**config.mk**
```make
export PLATFORM = sky130hd
export DESIGN_NAME = ddrcap_rx
export DESIGN_NICKNAME = d
export VERILOG_FILES = /design/src/ddrcap_pkg.sv /design/src/ddrcap_clkbuf.sv /design/src/ddrcap_rx.sv
export SDC_FILE = /design/constraint.sdc
export NUM_CORES = 1
export LEC_CHECK = 0
export BUFFER_PORTS_ARGS = -buffer_cell sky130_fd_sc_hd__buf_4
export CORE_MARGIN = 5
export CORE_UTILIZATION = 55
export CTS_CLUSTER_SIZE = 8
export DETAILED_ROUTE_END_ITERATION = 10
export PLACE_DENSITY_LB_ADDON = 0.3
export SLEW_MARGIN = 20
export SYNTH_ARGS = -nofsm -noshare
export SYNTH_HDL_FRONTEND = slang
export SYNTH_SLANG_ARGS = --single-unit
```
**constraint.sdc**
```tcl
create_clock -name mclk -period 3.5 [get_ports mclk]
set_input_delay 0.175 -clock mclk [delete_from_list [all_inputs] [get_ports mclk]]
set_output_delay 0.175 -clock mclk [all_outputs]
set_load 0.005 [all_outputs]
```
**src/ddrcap_pkg.sv**
```systemverilog
// Shared constants and types for the double-rate receive capture block
package ddrcap_pkg;

    // Sampling clock and link timing
    localparam int MCLK_PERIOD_NS = 8;
    localparam int LINK_PERIOD_NS = 64;
    // Half of one data bit window, used as the aligned-mode centering offset
    localparam int HALF_UI_NS     = LINK_PERIOD_NS / 4;
    localparam int ALIGN_CYC      =
        (HALF_UI_NS + MCLK_PERIOD_NS - 1) / MCLK_PERIOD_NS;

    // Depth of every pin synchroniser
    localparam int SYNC_STAGES    = 2;
    // Extra stage through the lane skew controller on the regional path
    localparam int LANE_STAGES    = 1;
    // Edge register that sits after the clock synchroniser
    localparam int EDGE_STAGES    = 1;

    // Capacity limits
    localparam int GLOBAL_MAX_BITS   = 128;
    localparam int REGIONAL_MAX_BITS = 11;
    localparam int GLOBAL_MAX_SE     = 12;
    localparam int GLOBAL_MAX_DIFF   = 6;
    localparam int REGIONAL_MAX_SE   = 11;
    localparam int REGIONAL_MAX_DIFF = 5;

    // Word bits per input: twice the gearing ratio (2, 3.5, 4, 5) or 2 for x1
    localparam int WB_X1   = 2;
    localparam int WB_X2   = 4;
    localparam int WB_X3P5 = 7;
    localparam int WB_X4   = 8;
    localparam int WB_X5   = 10;

    localparam int CNT_W   = 4;

    typedef enum logic [0:0] {
        DDRCAP_HUNT = 1'b0,
        DDRCAP_RUN  = 1'b1
    } ddrcap_gear_t;

    // Sampling strobes derived from the forwarded clock
    typedef struct packed {
        logic rise;
        logic fall;
    } ddrcap_strobe_t;

endpackage : ddrcap_pkg

```
**src/ddrcap_clkbuf.sv**
```systemverilog
// Forwarded-clock conditioner: synchroniser, edge finder and lane stage
`timescale 1ns/1ps
`default_nettype none
module ddrcap_clkbuf
    import ddrcap_pkg::*;
#(
    parameter bit REGIONAL = 1'b0,
    parameter bit ALIGNED  = 1'b0
) (
    input  wire logic           mclk,
    input  wire logic           arst,
    input  wire logic           link_clk,
    output ddrcap_strobe_t      strobe
);

    localparam int DLY = (REGIONAL ? LANE_STAGES : 0)
                       + (ALIGNED ? ALIGN_CYC : 0);

    localparam logic [1:0] WARM_END = 2'(SYNC_STAGES + EDGE_STAGES);

    logic           clk_s1;
    logic           clk_s2;
    logic           clk_s3;
    logic [1:0]     warm;
    ddrcap_strobe_t pipe [DLY:0];

    // Edges count only once the chain holds real pin levels: a link clock
    // that is high at reset release must not pass for a rising edge
    always_ff @(posedge mclk or posedge arst) begin
        if (arst) begin
            warm <= '0;
        end else if (warm != WARM_END) begin
            warm <= warm + 2'h1;
        end
    end

    always_ff @(posedge mclk or posedge arst) begin
        if (arst) begin
            clk_s1 <= 1'b0;
            clk_s2 <= 1'b0;
            clk_s3 <= 1'b0;
        end else begin
            clk_s1 <= link_clk;
            clk_s2 <= clk_s1;
            clk_s3 <= clk_s2;
        end
    end

    // Global path: the edge register is the buffer feeding capture, through the centering offset in aligned mode
    always_ff @(posedge mclk or posedge arst) begin
        if (arst) begin
            pipe[0] <= '0;
        end else begin
            pipe[0].rise <= (warm == WARM_END) & clk_s2 & ~clk_s3;
            pipe[0].fall <= (warm == WARM_END) & ~clk_s2 & clk_s3;
        end
    end

    // Lane skew stage plus aligned-mode centering offset
    genvar g;
    generate
        for (g = 1; g <= DLY; g++) begin : g_dly
            always_ff @(posedge mclk or posedge arst) begin
                if (arst) begin
                    pipe[g] <= '0;
                end else begin
                    pipe[g] <= pipe[g-1];
                end
            end
        end
    endgenerate

    assign strobe = pipe[DLY];

endmodule : ddrcap_clkbuf
`default_nettype wire

```
**src/ddrcap_rx.sv**
```systemverilog
// Double-rate receive capture with optional gearing into fabric words
`timescale 1ns/1ps
`default_nettype none
// Functional notes
// - Even word bits carry rising-edge samples, odd bits falling-edge, until a bit slip or an odd word width swaps them.
// - Total input width up to 128 global or 11 regional.
// - Gearing ratios 2, 3.5, 4 or 5 deserialise each input.
// - Word bits per input equal twice the gearing ratio.
// - Gear-by-four word holds four beats in pairs 1:0, 3:2, 5:4, 7:6.
// - Fixed data delay matches clock insertion up to the capture flop, except for the aligned-mode centering offset on the clock.
// - Global variant clocks capture and fabric from the global buffer.
// - Regional variant passes the clock through a lane skew stage.
// - Geared data reaches the fabric domain without loss or user sync.
// - Global carries 12 single or 6 differential inputs, regional 11 or 5.
// - Pause pulse resets gearing, re-synchronises and drops bit-slip.
// - Active-low asynchronous reset clears capture and lane logic.
module ddrcap_rx
    import ddrcap_pkg::*;
#(
    parameter int N_INPUTS     = 1,
    parameter int WORD_BITS    = WB_X4,
    parameter bit REGIONAL     = 1'b0,
    parameter bit ALIGNED      = 1'b0,
    parameter bit DIFFERENTIAL = 1'b0
) (
    input  wire logic                            mclk,
    input  wire logic                            rst,
    input  wire logic                            async_reset_low,
    input  wire logic                            link_clk,
    input  wire logic [N_INPUTS-1:0]             link_data,
    input  wire logic                            fast_clock_pause_pulse,
    input  wire logic                            bit_slip,
    output logic      [N_INPUTS*WORD_BITS-1:0]   rx_word,
    output logic                                 rx_word_valid,
    output logic                                 lane_fabric_clock
);

    localparam int W        = N_INPUTS * WORD_BITS;
    localparam int DATA_DLY = EDGE_STAGES + (REGIONAL ? LANE_STAGES : 0);
    localparam int MAX_BITS = REGIONAL ? REGIONAL_MAX_BITS : GLOBAL_MAX_BITS;
    localparam int MAX_PINS = REGIONAL
        ? (DIFFERENTIAL ? REGIONAL_MAX_DIFF : REGIONAL_MAX_SE)
        : (DIFFERENTIAL ? GLOBAL_MAX_DIFF : GLOBAL_MAX_SE);
    localparam logic [CNT_W-1:0] LAST_CNT = CNT_W'(WORD_BITS - 1);
    localparam logic [CNT_W-1:0] HALF_CNT = CNT_W'((WORD_BITS + 1) / 2);

    generate
        if (N_INPUTS < 1 || N_INPUTS > MAX_BITS) begin : g_bad_width
            $error("ddrcap_rx: N_INPUTS exceeds the clock network limit");
        end
        if (N_INPUTS > MAX_PINS) begin : g_bad_pins
            $error("ddrcap_rx: too many data inputs for this variant");
        end
        if (WORD_BITS != WB_X1 && WORD_BITS != WB_X2 && WORD_BITS != WB_X3P5
            && WORD_BITS != WB_X4 && WORD_BITS != WB_X5) begin : g_bad_gear
            $error("ddrcap_rx: unsupported gearing ratio");
        end
    endgenerate

    // Either reset acts at once, with no clock needed
    logic arst;
    assign arst = rst | ~async_reset_low;

    ddrcap_strobe_t strobe;

    ddrcap_clkbuf #(
        .REGIONAL (REGIONAL),
        .ALIGNED  (ALIGNED)
    ) u_clkbuf (
        .mclk     (mclk),
        .arst     (arst),
        .link_clk (link_clk),
        .strobe   (strobe)
    );

    // Data synchroniser and static input delay
    logic [N_INPUTS-1:0] dat_s1;
    logic [N_INPUTS-1:0] dat_s2;
    logic [N_INPUTS-1:0] dpipe [DATA_DLY:0];

    always_ff @(posedge mclk or posedge arst) begin
        if (arst) begin
            dat_s1 <= '0;
            dat_s2 <= '0;
        end else begin
            dat_s1 <= link_data;
            dat_s2 <= dat_s1;
        end
    end

    assign dpipe[0] = dat_s2;

    genvar g;
    generate
        for (g = 1; g <= DATA_DLY; g++) begin : g_static_input_delay
            always_ff @(posedge mclk or posedge arst) begin
                if (arst) begin
                    dpipe[g] <= '0;
                end else begin
                    dpipe[g] <= dpipe[g-1];
                end
            end
        end
    endgenerate

    logic [N_INPUTS-1:0] sample;
    assign sample = dpipe[DATA_DLY];

    // Pause and slip pins cross in through two flops, then an edge finder
    logic pause_s1;
    logic pause_s2;
    logic pause_s3;
    logic slip_s1;
    logic slip_s2;
    logic slip_s3;

    always_ff @(posedge mclk or posedge arst) begin
        if (arst) begin
            pause_s1 <= 1'b0;
            pause_s2 <= 1'b0;
            pause_s3 <= 1'b0;
            slip_s1  <= 1'b0;
            slip_s2  <= 1'b0;
            slip_s3  <= 1'b0;
        end else begin
            pause_s1 <= fast_clock_pause_pulse;
            pause_s2 <= pause_s1;
            pause_s3 <= pause_s2;
            slip_s1  <= bit_slip;
            slip_s2  <= slip_s1;
            slip_s3  <= slip_s2;
        end
    end

    logic pause_evt;
    logic slip_evt;
    // Pause counts either edge, since that pin is toggled rather than held; slip counts rising edges only
    assign pause_evt = pause_s2 ^ pause_s3;
    assign slip_evt  = slip_s2 & ~slip_s3;

    // Writes one sample of every input into its slot of the word
    function automatic logic [W-1:0] place(
        input logic [W-1:0]        word,
        input logic [N_INPUTS-1:0] bits,
        input logic [CNT_W-1:0]    slot
    );
        logic [W-1:0] res;
        res = word;
        for (int i = 0; i < N_INPUTS; i++) begin
            res[i*WORD_BITS + int'(slot)] = bits[i];
        end
        return res;
    endfunction : place

    ddrcap_gear_t     state;
    logic [CNT_W-1:0] cnt;
    logic [W-1:0]     shreg;
    logic             slip_pend;
    logic [W-1:0]     next_shreg;
    logic             take;

    assign take       = (strobe.rise | strobe.fall) & ~slip_pend;
    assign next_shreg = place(shreg, sample, cnt);

    // Slip request: swallow one sample to move the word boundary
    always_ff @(posedge mclk or posedge arst) begin
        if (arst) begin
            slip_pend <= 1'b0;
        end else if (pause_evt) begin
            slip_pend <= 1'b0;
        end else if (slip_evt && state == DDRCAP_RUN) begin
            slip_pend <= 1'b1;
        end else if (strobe.rise | strobe.fall) begin
            slip_pend <= 1'b0;
        end
    end

    // Gearing state: the first group after reset or pause opens on a rising-edge sample
    always_ff @(posedge mclk or posedge arst) begin
        if (arst) begin
            state <= DDRCAP_HUNT;
            cnt   <= '0;
            shreg <= '0;
        end else if (pause_evt) begin
            state <= DDRCAP_HUNT;
            cnt   <= '0;
        end else begin
            unique case (state)
                DDRCAP_HUNT: begin
                    if (strobe.rise) begin
                        shreg <= place(shreg, sample, '0);
                        cnt   <= CNT_W'(1);
                        state <= DDRCAP_RUN;
                    end
                end
                DDRCAP_RUN: begin
                    if (take) begin
                        shreg <= next_shreg;
                        cnt   <= (cnt == LAST_CNT) ? '0 : cnt + CNT_W'(1);
                    end
                end
            endcase
        end
    end

    // Whole word moves to the output register in one step, so the fabric
    // never sees bits of two groups mixed together
    always_ff @(posedge mclk or posedge arst) begin
        if (arst) begin
            rx_word       <= '0;
            rx_word_valid <= 1'b0;
        end else begin
            rx_word_valid <= 1'b0;
            if (!pause_evt && state == DDRCAP_RUN && take
                && cnt == LAST_CNT) begin
                rx_word       <= next_shreg;
                rx_word_valid <= 1'b1;
            end
        end
    end

    // Divided fabric clock: rises with each new word, falls halfway through
    always_ff @(posedge mclk or posedge arst) begin
        if (arst) begin
            lane_fabric_clock <= 1'b0;
        end else if (pause_evt || state == DDRCAP_HUNT) begin
            lane_fabric_clock <= 1'b0;
        end else if (take && cnt == LAST_CNT) begin
            lane_fabric_clock <= 1'b1;
        end else if (take && cnt == HALF_CNT - CNT_W'(1)) begin
            lane_fabric_clock <= 1'b0;
        end
    end

endmodule : ddrcap_rx
`default_nettype wire

```
==> results of run 1 <==
[registers in the layout, summed over array words and instances (netlist names), 2 cells and up]
name / cells
rx_word: 8
shreg: 8
cnt: 4
u_clkbuf.strobe: 2
u_clkbuf.warm: 2
[critical path: stages (launching register included)]
cell	delay (ns)
dfrtp_1	0.56
ha_1	0.28
and3b_4	0.24
nand4_4	0.25
mux2_4	0.40
[stage by stage]
| stage | setup slack [ns] | hold WS, ns | power [uW] | cell area (um2) | utilization [%] |
|---|---|---|---|---|---|
| 2_1_floorplan | 0.929 | 0.206 | 552 | 1840 | - |
| 3_3_place_gp | 1.75 | 0.285 | 567 | 1980 | 60.4 |
| 3_5_place_dp | 1.68 | 0.286 | 569 | 1980 | 60.4 |
| 4_1_cts | 1.65 | 0.175 | 828 | 2090 | 63.6 |
| 5_1_grt | 1.54 | 0.371 | 865 | 2150 | 65.4 |
| 6_report | 1.66 | 0.361 | 821 | 2150 | 65.4 |
[path summary, 6_finish.rpt]
check / start / cells past startpoint / to / slack, ns
min in group asynchronous: async_reset_low / 3 / dat_s2 / 0.47
hold reg to reg: slip_s1 / 0 / slip_s2 / 0.36
setup reg to reg: cnt[0] / 4 / rx_word[0] / 1.66
hold / removal: slip_s1 / 0 / slip_s2 / 0.36
max in group asynchronous: rst / 4 / cnt[3] / 2.04
setup / recovery: cnt[0] / 4 / rx_word[0] / 1.66
[cells in the final DEF (no fill, tap or decap), drive strengths merged]
master | Yosys | layout
inv | 5 | 5
nor2 | 5 | 5
and3b | 2 | 2
a32oi | 1 | 1
ha | 3 | 3
and3 | 1 | 1
a21o | 1 | 1
mux2 | 25 | 25
nand4 | 10 | 10
o21ba | 1 | 1
buf | 5 | 17
nor3 | 1 | 1
o211a | 1 | 1
a21oi | 4 | 4
xor2 | 1 | 1
a31o | 1 | 1
and4bb | 3 | 3
or4 | 1 | 1
nor4 | 2 | 2
nor2b | 1 | 1
dlygate4sd3 | 0 | 7
o21ai | 1 | 1
o21a | 1 | 1
o2111ai | 1 | 1
nand3 | 1 | 1
nand2b | 2 | 2
and2 | 1 | 1
a211oi | 1 | 1
xnor2 | 2 | 2
clkinvlp | 0 | 2
a31oi | 1 | 1
dfrtp | 40 | 40
clkbuf | 2 | 6
nor4b | 3 | 3
nand2 | 3 | 3
[where the power goes]
group / switching (uW) / internal, uW
Clock: 154 / 97.6
Sequential: 21.7 / 479
Combinational: 33.2 / 34.5
[metal layers]
layer  share of wire, %  up-vias  wire length, um
met5                  0        -                0
met4                1.5        0               46
met3                4.7        7              140
met2                 48       26             1440
met1                 46      586             1380
li1                   -      540                -
[cell families (layout without fill, tap and decap cells)]
group	after synthesis	after routing	synth area share, %
DFF	40	40	54.3
AOI/OAI and AO/OA	14	14	5.44
adders and majority gates	3	3	2.04
and+or+nand+nor	36	36	15.2
buffers and inverters	12	37	3.40
muxes	25	25	17.1
xor gates and xnor gates	3	3	2.45
[cell type report]
cell class,count,area (um2)
fill,252,1140
sequential,40,1000
multi-input combinational,81,786
timing repair buffer,24,218
tap,46,57.6
clock buffer,6,51.3
inverter,5,18.8
clock inverter,2,15.0
[repair_timing]
item / in CTS / in global routing
hold buffers: 4 / 3
endpoints found under the hold margin: 4 / 20
buffers inserted: 0 / 0
==> flow_metrics.py, run 1 <==
metrics = {
    "final_layout": {
        "instances_no_fill": 204,
        "area_delta_synth_final_pct": 16.6,
        "antenna_cells": 0,
        "drive_gt1_share_pct": 32.3,
        "finish.net_count": 167,
    },
    "die": {
        "die_x_um": 67.9,
        "die-area_um2": 4610,
        "core_um2": 3280,
        "die_y_um": 67.9,
        "io_pins": 17,
        "row_count": 21,
        "start_util_pct": 56.1,
    },
    "hold_path": {
        "hp-class": "reg -> reg",
    },
    "yosys": {
        "synthTopCellsByArea": "dfrtp_1 (54%), mux2_4 (7.3%), mux2_1 (6.1%), mux2_2 (3.7%), nand4_1 (3.1%)",
        "synth.net_count": 143,
        "synth_largest_area_cell": "dfrtp_1",
        "synth_edf_count": 0,
        "synth_top_area_share_pct": 54.3,
        "synth_most_common_cell": "dfrtp_1",
        "async_flop_share_pct": 100,
        "ys_warn_count": 0,
        "netlist_area_um2": 1840,
        "ys_types": 42,
        "yosysSeqAreaShare_pct": 54.3,
        "syn_inst": 133,
        "synth-main-ff-cell": "dfrtp_1",
        "synth_commonest_cells": "dfrtp_1 (40), mux2_1 (10), mux2_4 (9), nand4_1 (9), mux2_2 (6)",
        "synth_seq_cells": 40,
        "syn_avg_cell_area_um2": 13.8,
    },
    "critical_path": {
        "startpoint_type": "flip-flop",
        "crit_fanout": 11,
        "worstPathRequired_ns": 3.74,
        "critPathKind": "reg -> reg",
        "end_kind": "flip-flop",
        "crit_arrival_ns": 2.08,
    },
    "detailed_routing": {
        "drt_iter0_markers": 22,
        "drt-total-wl_um": 3000,
        "vias": 1159,
        "dr.pass1.iters": 4,
        "wl_per_cell_um": 14.7,
        "routed_via_density": 5.68,
        "drc_errors": 0,
        "postRouteAntennaNets": 0,
    },
    "placement": {
        "place.gp.congestion": 0.824,
        "hpwl_um": 2020,
        "dp.cells": 188,
        "portBuffers": 16,
    },
    "power": {
        "power_leakage_uw": 0.00104,
        "power-per-cell-area_nw_per_um2": 382,
        "vdd_drop_max_uv": 334,
    },
    "grt": {
        "track_usage_pct": 16.0,
        "antenna_found_initial": 0,
        "grt_start_max_net_pins": 41,
        "grt_use_met3_pct": 4.43,
        "grt_pass1_wl_um": 5440,
        "grt_pass1_vias": 1180,
        "met1_usage_pct": 20.8,
        "grt_util_met2_pct": 25.3,
        "overflow": 0,
        "busiest_layer": "met2",
    },
    "timing": {
        "finalHoldViolations": 0,
        "slew_violations": 0,
        "layout_min_cycle_time_ns": 1.84,
        "slew-limit-headroom_pct": 59.2,
        "skew_ns": 0.00799,
        "fin_tns_setup_ns": 0,
        "finalCritPeriodShare_pct": 52.6,
        "worst_pin_slew_ns": 0.612,
        "rsz0062_at_grt": "no",
        "fmax_ghz": 0.543,
        "setup_viol": 0,
    },
    "outcome": {
        "status": "completed",
    },
    "clock_network": {
        "cts.clk_slew.worst_paths_ns": 0.12,
        "clkSinkCount": 40,
        "htree_levels": 2,
        "root_buffer": "clkbuf_4",
        "cts.repair.resized": 0,
        "cts_made_buffers": 5,
        "worstSkewPairLatency_ns": 0.35,
        "cts_buffer_depth": 2,
        "tritoncts": "yes",
    },
    "job": {
        "drv_cap": 0,
    },
}
No activity file was read; power rests on OpenSTA's default activity.
==> run 2, diff against run 1 <==
==> constraint.sdc (replaced) <==
create_clock -name mclk -period 1.9 [get_ports mclk]
set_input_delay 0.095 -clock mclk [delete_from_list [all_inputs] [get_ports mclk]]
set_output_delay 0.095 -clock mclk [all_outputs]
set_load 0.005 [all_outputs]
==> run 2 against run 1 <==
  * First-iteration DRC count grew 100%
  * Clock power grew 120%
  * Fmax grew 4.3%
  * Sequential power grew 84%
  * Register-to-register slack lost 1.5 ns
  * Utilization is essentially flat
  * Die area is the same
  * Cell count grew 0.49%
  * Sequential cell count is the same
  * Critical path depth is the same
  * Cell area is essentially flat
  * Critical path type unchanged
  * Largest cell class unchanged
==> flow_metrics.py, run 2 (same netlist as run 1, synthesis figures left out) <==
metrics = {
    "critical_path": {
        "end_kind": "flip-flop",
        "critPathMaxStageDelay_ns": 0.50,
        "crit_fanout": 11,
        "rrSetupSlack_ns": 0.13,
        "startpoint_type": "flip-flop",
        "critPathLaunch": "cnt[0]",
        "worstPathRequired_ns": 2.14,
        "reg2reg_from": "cnt[0]",
        "crit_path_end": "rx_word[2]",
        "cp_num_buf_inv": 0,
        "cp.depth": 4,
        "crit_path_cell_trace": "ha_1 -> and3b_4 -> nand4_4 -> mux2_4",
        "crit_path_top_delay_cell": "dfrtp_2",
        "r2r_end": "rx_word[2]",
        "crit_family": "flip-flops",
        "crit_arrival_ns": 2.00,
        "critPathKind": "reg -> reg",
        "reg2reg_depth": 4,
    },
    "power": {
        "vdd_drop_max_uv": 656,
        "pwr-share-clk_pct": 34.5,
        "power_leakage_uw": 0.00104,
        "combPwrFrac_pct": 8.0,
        "pwr-share-seq_pct": 57.5,
        "p_switching_uw": 385,
        "power-per-cell-area_nw_per_um2": 748,
        "p_int_uw": 1220,
        "p_sw_share_pct": 24.0,
    },
    "final_layout": {
        "area_delta_synth_final_pct": 16.6,
        "final_common_cell": "dfrtp_1",
        "regArea_um2": 1000,
        "antenna_cells": 0,
        "top_regs": "rx_word (8), shreg (8), cnt (4)",
        "finish.net_count": 168,
        "stdcell_area_um2": 2150,
        "instances_no_fill": 205,
        "num-fill-cells": 258,
        "drive_gt1_share_pct": 34.6,
        "multi_input_comb_area_um2": 786,
        "final_cell_mix": "dfrtp_1 (38), buf_4 (19), mux2_1 (10), mux2_4 (9), nand4_1 (9)",
    },
    "die": {
        "die_x_um": 67.9,
        "die-area_um2": 4610,
        "die_y_um": 67.9,
        "row_count": 21,
        "start_util_pct": 56.1,
        "io_pins": 17,
        "core_um2": 3280,
    },
    "grt": {
        "grt_start_max_net_pins": 41,
        "met1_usage_pct": 19.7,
        "grt_pass1_vias": 1236,
        "grt_util_met2_pct": 28.8,
        "busiest_layer": "met2",
        "overflow": 0,
        "grt_pass1_wl_um": 5640,
        "grt_use_met3_pct": 5.75,
        "track_usage_pct": 16.9,
        "antenna_found_initial": 0,
    },
    "placement": {
        "hpwl_um": 2170,
        "portBuffers": 16,
        "place_ws_ns": 0.0701,
        "dp.cells": 191,
        "place.gp.congestion": 0.883,
        "place_area_um2": 2010,
    },
    "detailed_routing": {
        "vias": 1130,
        "postRouteAntennaNets": 0,
        "wl_per_cell_um": 15.2,
        "routed_via_density": 5.51,
        "drc_errors": 0,
        "drt-total-wl_um": 3130,
        "drt_iter0_markers": 45,
        "dr.pass1.iters": 4,
    },
    "clock_network": {
        "cts_buffer_depth": 2,
        "worstSkewPairLatency_ns": 0.36,
        "clkSinkCount": 40,
        "tritoncts": "yes",
        "root_buffer": "clkbuf_4",
        "cts.clk_slew.worst_paths_ns": 0.13,
        "cts_made_buffers": 5,
        "htree_levels": 2,
    },
    "timing": {
        "setup_slack_ns": 0.134,
        "whs_ns": 0.361,
        "skew_ns": 0.0169,
        "finalCritPeriodShare_pct": 92.9,
        "rsz0062_at_grt": "no",
        "slew-limit-headroom_pct": 68.0,
        "layout_min_cycle_time_ns": 1.77,
        "finalHoldViolations": 0,
        "fmax_ghz": 0.566,
        "setup_viol": 0,
        "slew_violations": 0,
        "worst_pin_slew_ns": 0.479,
        "fin_tns_setup_ns": 0,
    },
    "job": {
        "drv_cap": 0,
    },
    "hold_path": {
        "hp-class": "reg -> reg",
    },
    "outcome": {
        "status": "completed",
    },
}
run 2: worst min path at each step:
| stage | start | slack (ns) | end | cells after the start |
|---|---|---|---|---|
| floorplan | link_data | 0.13 | dat_s1 | 0 |
| global placement | bit_slip | 0.20 | slip_s1 | 1 |
| detailed placement | bit_slip | 0.21 | slip_s1 | 1 |
| CTS | pause_s1 | 0.36 | pause_s2 | 0 |
| global route | pause_s1 | 0.37 | pause_s2 | 0 |
| finish | pause_s1 | 0.36 | pause_s2 | 0 |
run 2: power by group through the flow:
stage | registers (uW) | clock network, uW | logic, uW
after detailed placement | 939 | 0 | 120
after CTS | 923 | 566 | 130
final | 924 | 554 | 128
after global routing | 931 | 608 | 144
after global placement | 935 | 0 | 116
after floorplan | 916 | 0 | 102
run 2: metal layers:
layer  routed length, um  share of wire (%)  vias up
li1                    -                  -      539
met1                1330                 43      566
met2                1620                 52       20
met3                 122                3.9        5
met4                  51                1.6        0
met5                   0                  0        -
run 2: cell type report:
type,instances,area share [%]
flip-flops and latches,40,46.7
multi-input cells,81,36.6
clock inverters,3,1.98
repair buffers,25,9.44
well taps,46,2.68
clock buffers,5,1.75
inverters,5,0.874
run 2: repair_timing:
action,CTS,global route
gates resized for setup,0,2
hold buffers,6,0
hold endpoints to repair,44,0
setup buffers,0,0
endpoints found under the setup margin,0,8
run 2: per-stage QoR:
step           power (uW)  util, %
2_1_floorplan        1020        -
3_3_place_gp         1050     61.1
3_5_place_dp         1060     61.1
4_1_cts              1620     65.3
5_1_grt              1680     65.4
6_report             1610     65.4
==> run 3, diff against run 2 <==
--- a/config.mk
+++ b/config.mk
@@ -6,12 +6,13 @@
 export NUM_CORES = 1
 export LEC_CHECK = 0
 export BUFFER_PORTS_ARGS = -buffer_cell sky130_fd_sc_hd__buf_4
+export CORE_ASPECT_RATIO = 0.8
 export CORE_MARGIN = 5
 export CORE_UTILIZATION = 55
 export CTS_CLUSTER_SIZE = 8
 export DETAILED_ROUTE_END_ITERATION = 10
 export PLACE_DENSITY_LB_ADDON = 0.3
-export SLEW_MARGIN = 20
+export SLEW_MARGIN = 25
 export SYNTH_ARGS = -nofsm -noshare
 export SYNTH_HDL_FRONTEND = slang
 export SYNTH_SLANG_ARGS = --single-unit
==> run 3 against run 2 <==
  * Worst hold slack worse by 0.0098 ns
  * Highest routed layer unchanged
  * Global-route usage up 0.32 points
  * Utilization up 3.8 points
  * Non-clock buffer count unchanged
  * Routed wire length up 7.3%
  * Critical path depth unchanged
  * Fmax down 3.4%
  * Critical path type unchanged
  * Cell count down 2.9%
  * Cell area up 1.5%
  * Register-to-register slack worse by 0.06 ns
==> flow_metrics.py, run 3 (same netlist as run 1, synthesis figures left out) <==
metrics = {
    "outcome": {
        "status": "completed",
    },
    "critical_path": {
        "rrSetupSlack_ns": 0.07,
        "crit_path_top_delay_cell": "dfrtp_1",
        "reg2reg_from": "cnt[1]",
        "startpoint_type": "flip-flop",
        "r2r_end": "rx_word[1]",
        "crit_arrival_ns": 2.01,
        "worstPathRequired_ns": 2.08,
        "crit_family": "flip-flops",
        "critPathKind": "reg -> reg",
        "end_kind": "flip-flop",
        "crit_path_cell_trace": "ha_1 -> and3b_4 -> nand4_4 -> mux2_4",
        "critPathMaxStageDelay_ns": 0.54,
        "critPathLaunch": "cnt[1]",
        "cp_num_buf_inv": 0,
        "crit_path_end": "rx_word[1]",
        "cp.depth": 4,
        "reg2reg_depth": 4,
        "crit_fanout": 10,
    },
    "clock_network": {
        "clkSinkCount": 40,
        "cts_buffer_depth": 2,
        "root_buffer": "clkbuf_8",
        "worstSkewPairLatency_ns": 0.29,
        "cts.clk_slew.worst_paths_ns": 0.08,
        "cts_made_buffers": 5,
        "htree_levels": 2,
        "tritoncts": "yes",
    },
    "grt": {
        "grt_pass1_wl_um": 5690,
        "grt_start_max_net_pins": 41,
        "antenna_found_initial": 0,
        "track_usage_pct": 17.2,
        "grt_pass1_vias": 1144,
        "overflow": 0,
    },
    "final_layout": {
        "finish.net_count": 168,
        "area_delta_synth_final_pct": 18.4,
        "drive_gt1_share_pct": 34.0,
        "final_cell_mix": "dfrtp_1 (39), buf_4 (19), mux2_1 (10), mux2_4 (9), nand4_1 (9)",
        "final_common_cell": "dfrtp_1",
        "antenna_cells": 0,
        "top_regs": "rx_word (8), shreg (8), cnt (4)",
        "final_util_pct": 69.2,
    },
    "detailed_routing": {
        "drt_iter0_markers": 93,
        "drt-total-wl_um": 3350,
        "dr.pass1.iters": 4,
        "drc_errors": 0,
        "routed_via_density": 5.80,
        "vias": 1154,
        "wl_per_cell_um": 16.9,
        "postRouteAntennaNets": 0,
    },
    "die": {
        "io_pins": 17,
        "row_count": 18,
        "die-area_um2": 4610,
        "die_x_um": 74.7,
        "core_um2": 3150,
        "die_y_um": 61.8,
        "start_util_pct": 58.4,
    },
    "placement": {
        "place.gp.congestion": 0.899,
        "portBuffers": 16,
        "hpwl_um": 2320,
    },
    "timing": {
        "setup_viol": 0,
        "fmax_ghz": 0.547,
        "rsz0062_at_grt": "no",
        "layout_min_cycle_time_ns": 1.83,
        "slew-limit-headroom_pct": 64.9,
        "skew_ns": 0.00793,
        "fin_tns_setup_ns": 0,
        "finalHoldViolations": 0,
        "finalCritPeriodShare_pct": 96.2,
        "worst_pin_slew_ns": 0.524,
        "slew_violations": 0,
    },
    "power": {
        "power_uw": 1780,
        "power_leakage_uw": 0.00106,
        "vdd_drop_max_uv": 690,
        "power-per-cell-area_nw_per_um2": 815,
    },
    "hold_path": {
        "hp-class": "reg -> reg",
        "min_path_cells": 0,
    },
    "job": {
        "drv_cap": 0,
    },
}
[run 3: metrics by stage]
stage	hold slack, ns	cell area (um2)	setup WS [ns]	std cells
2_1_floorplan	0.126	1840	0.304	133
3_3_place_gp	0.206	2000	0.161	185
3_5_place_dp	0.206	2000	0.0664	185
4_1_cts	0.353	2180	0.0524	199
5_1_grt	0.377	2180	0.0105	199
6_report	0.351	2180	0.0719	199
[run 3: cell type report]
cell class	count	area [um2]
flip-flops and latches	40	1000
multi-input cells	81	786
inverters	5	18.8
clock inverters	2	38.8
well taps	40	50.0
fillers	227	972
clock buffers	6	82.6
repair buffers	25	203
[run 3: worst min path at each step]
stage                         start              end  slack (ns)
finish              u_clkbuf.clk_s1  u_clkbuf.clk_s2        0.35
global route        u_clkbuf.clk_s1  u_clkbuf.clk_s2        0.38
CTS                 u_clkbuf.clk_s1  u_clkbuf.clk_s2        0.35
detailed placement        link_data           dat_s1        0.21
global placement           bit_slip          slip_s1        0.21
floorplan                 link_data           dat_s1        0.13
[run 3: metal layers]
layer  track usage (%)  routed length, um
met4              5.33                 52
met5                 0                  0
met3              6.59                194
met1              23.2               1540
met2              26.0               1570
[run 3: what timing repair did]
| action | 4_1_cts | 5_1_grt |
|---|---|---|
| gates resized for setup | 0 | 1 |
| setup endpoints to repair | 0 | 8 |
| buffers inserted | 0 | 0 |
| hold endpoints to repair | 37 | 0 |
| hold buffers | 6 | 0 |
[run 3: power by group]
| group | total [uW] | switching [uW] | internal (uW) |
|---|---|---|---|
| registers | 922 | 38.6 | 884 |
| clock network | 722 | 293 | 429 |
| logic | 132 | 69.2 | 62.9 |
| total | 1780 | 401 | 1380 |
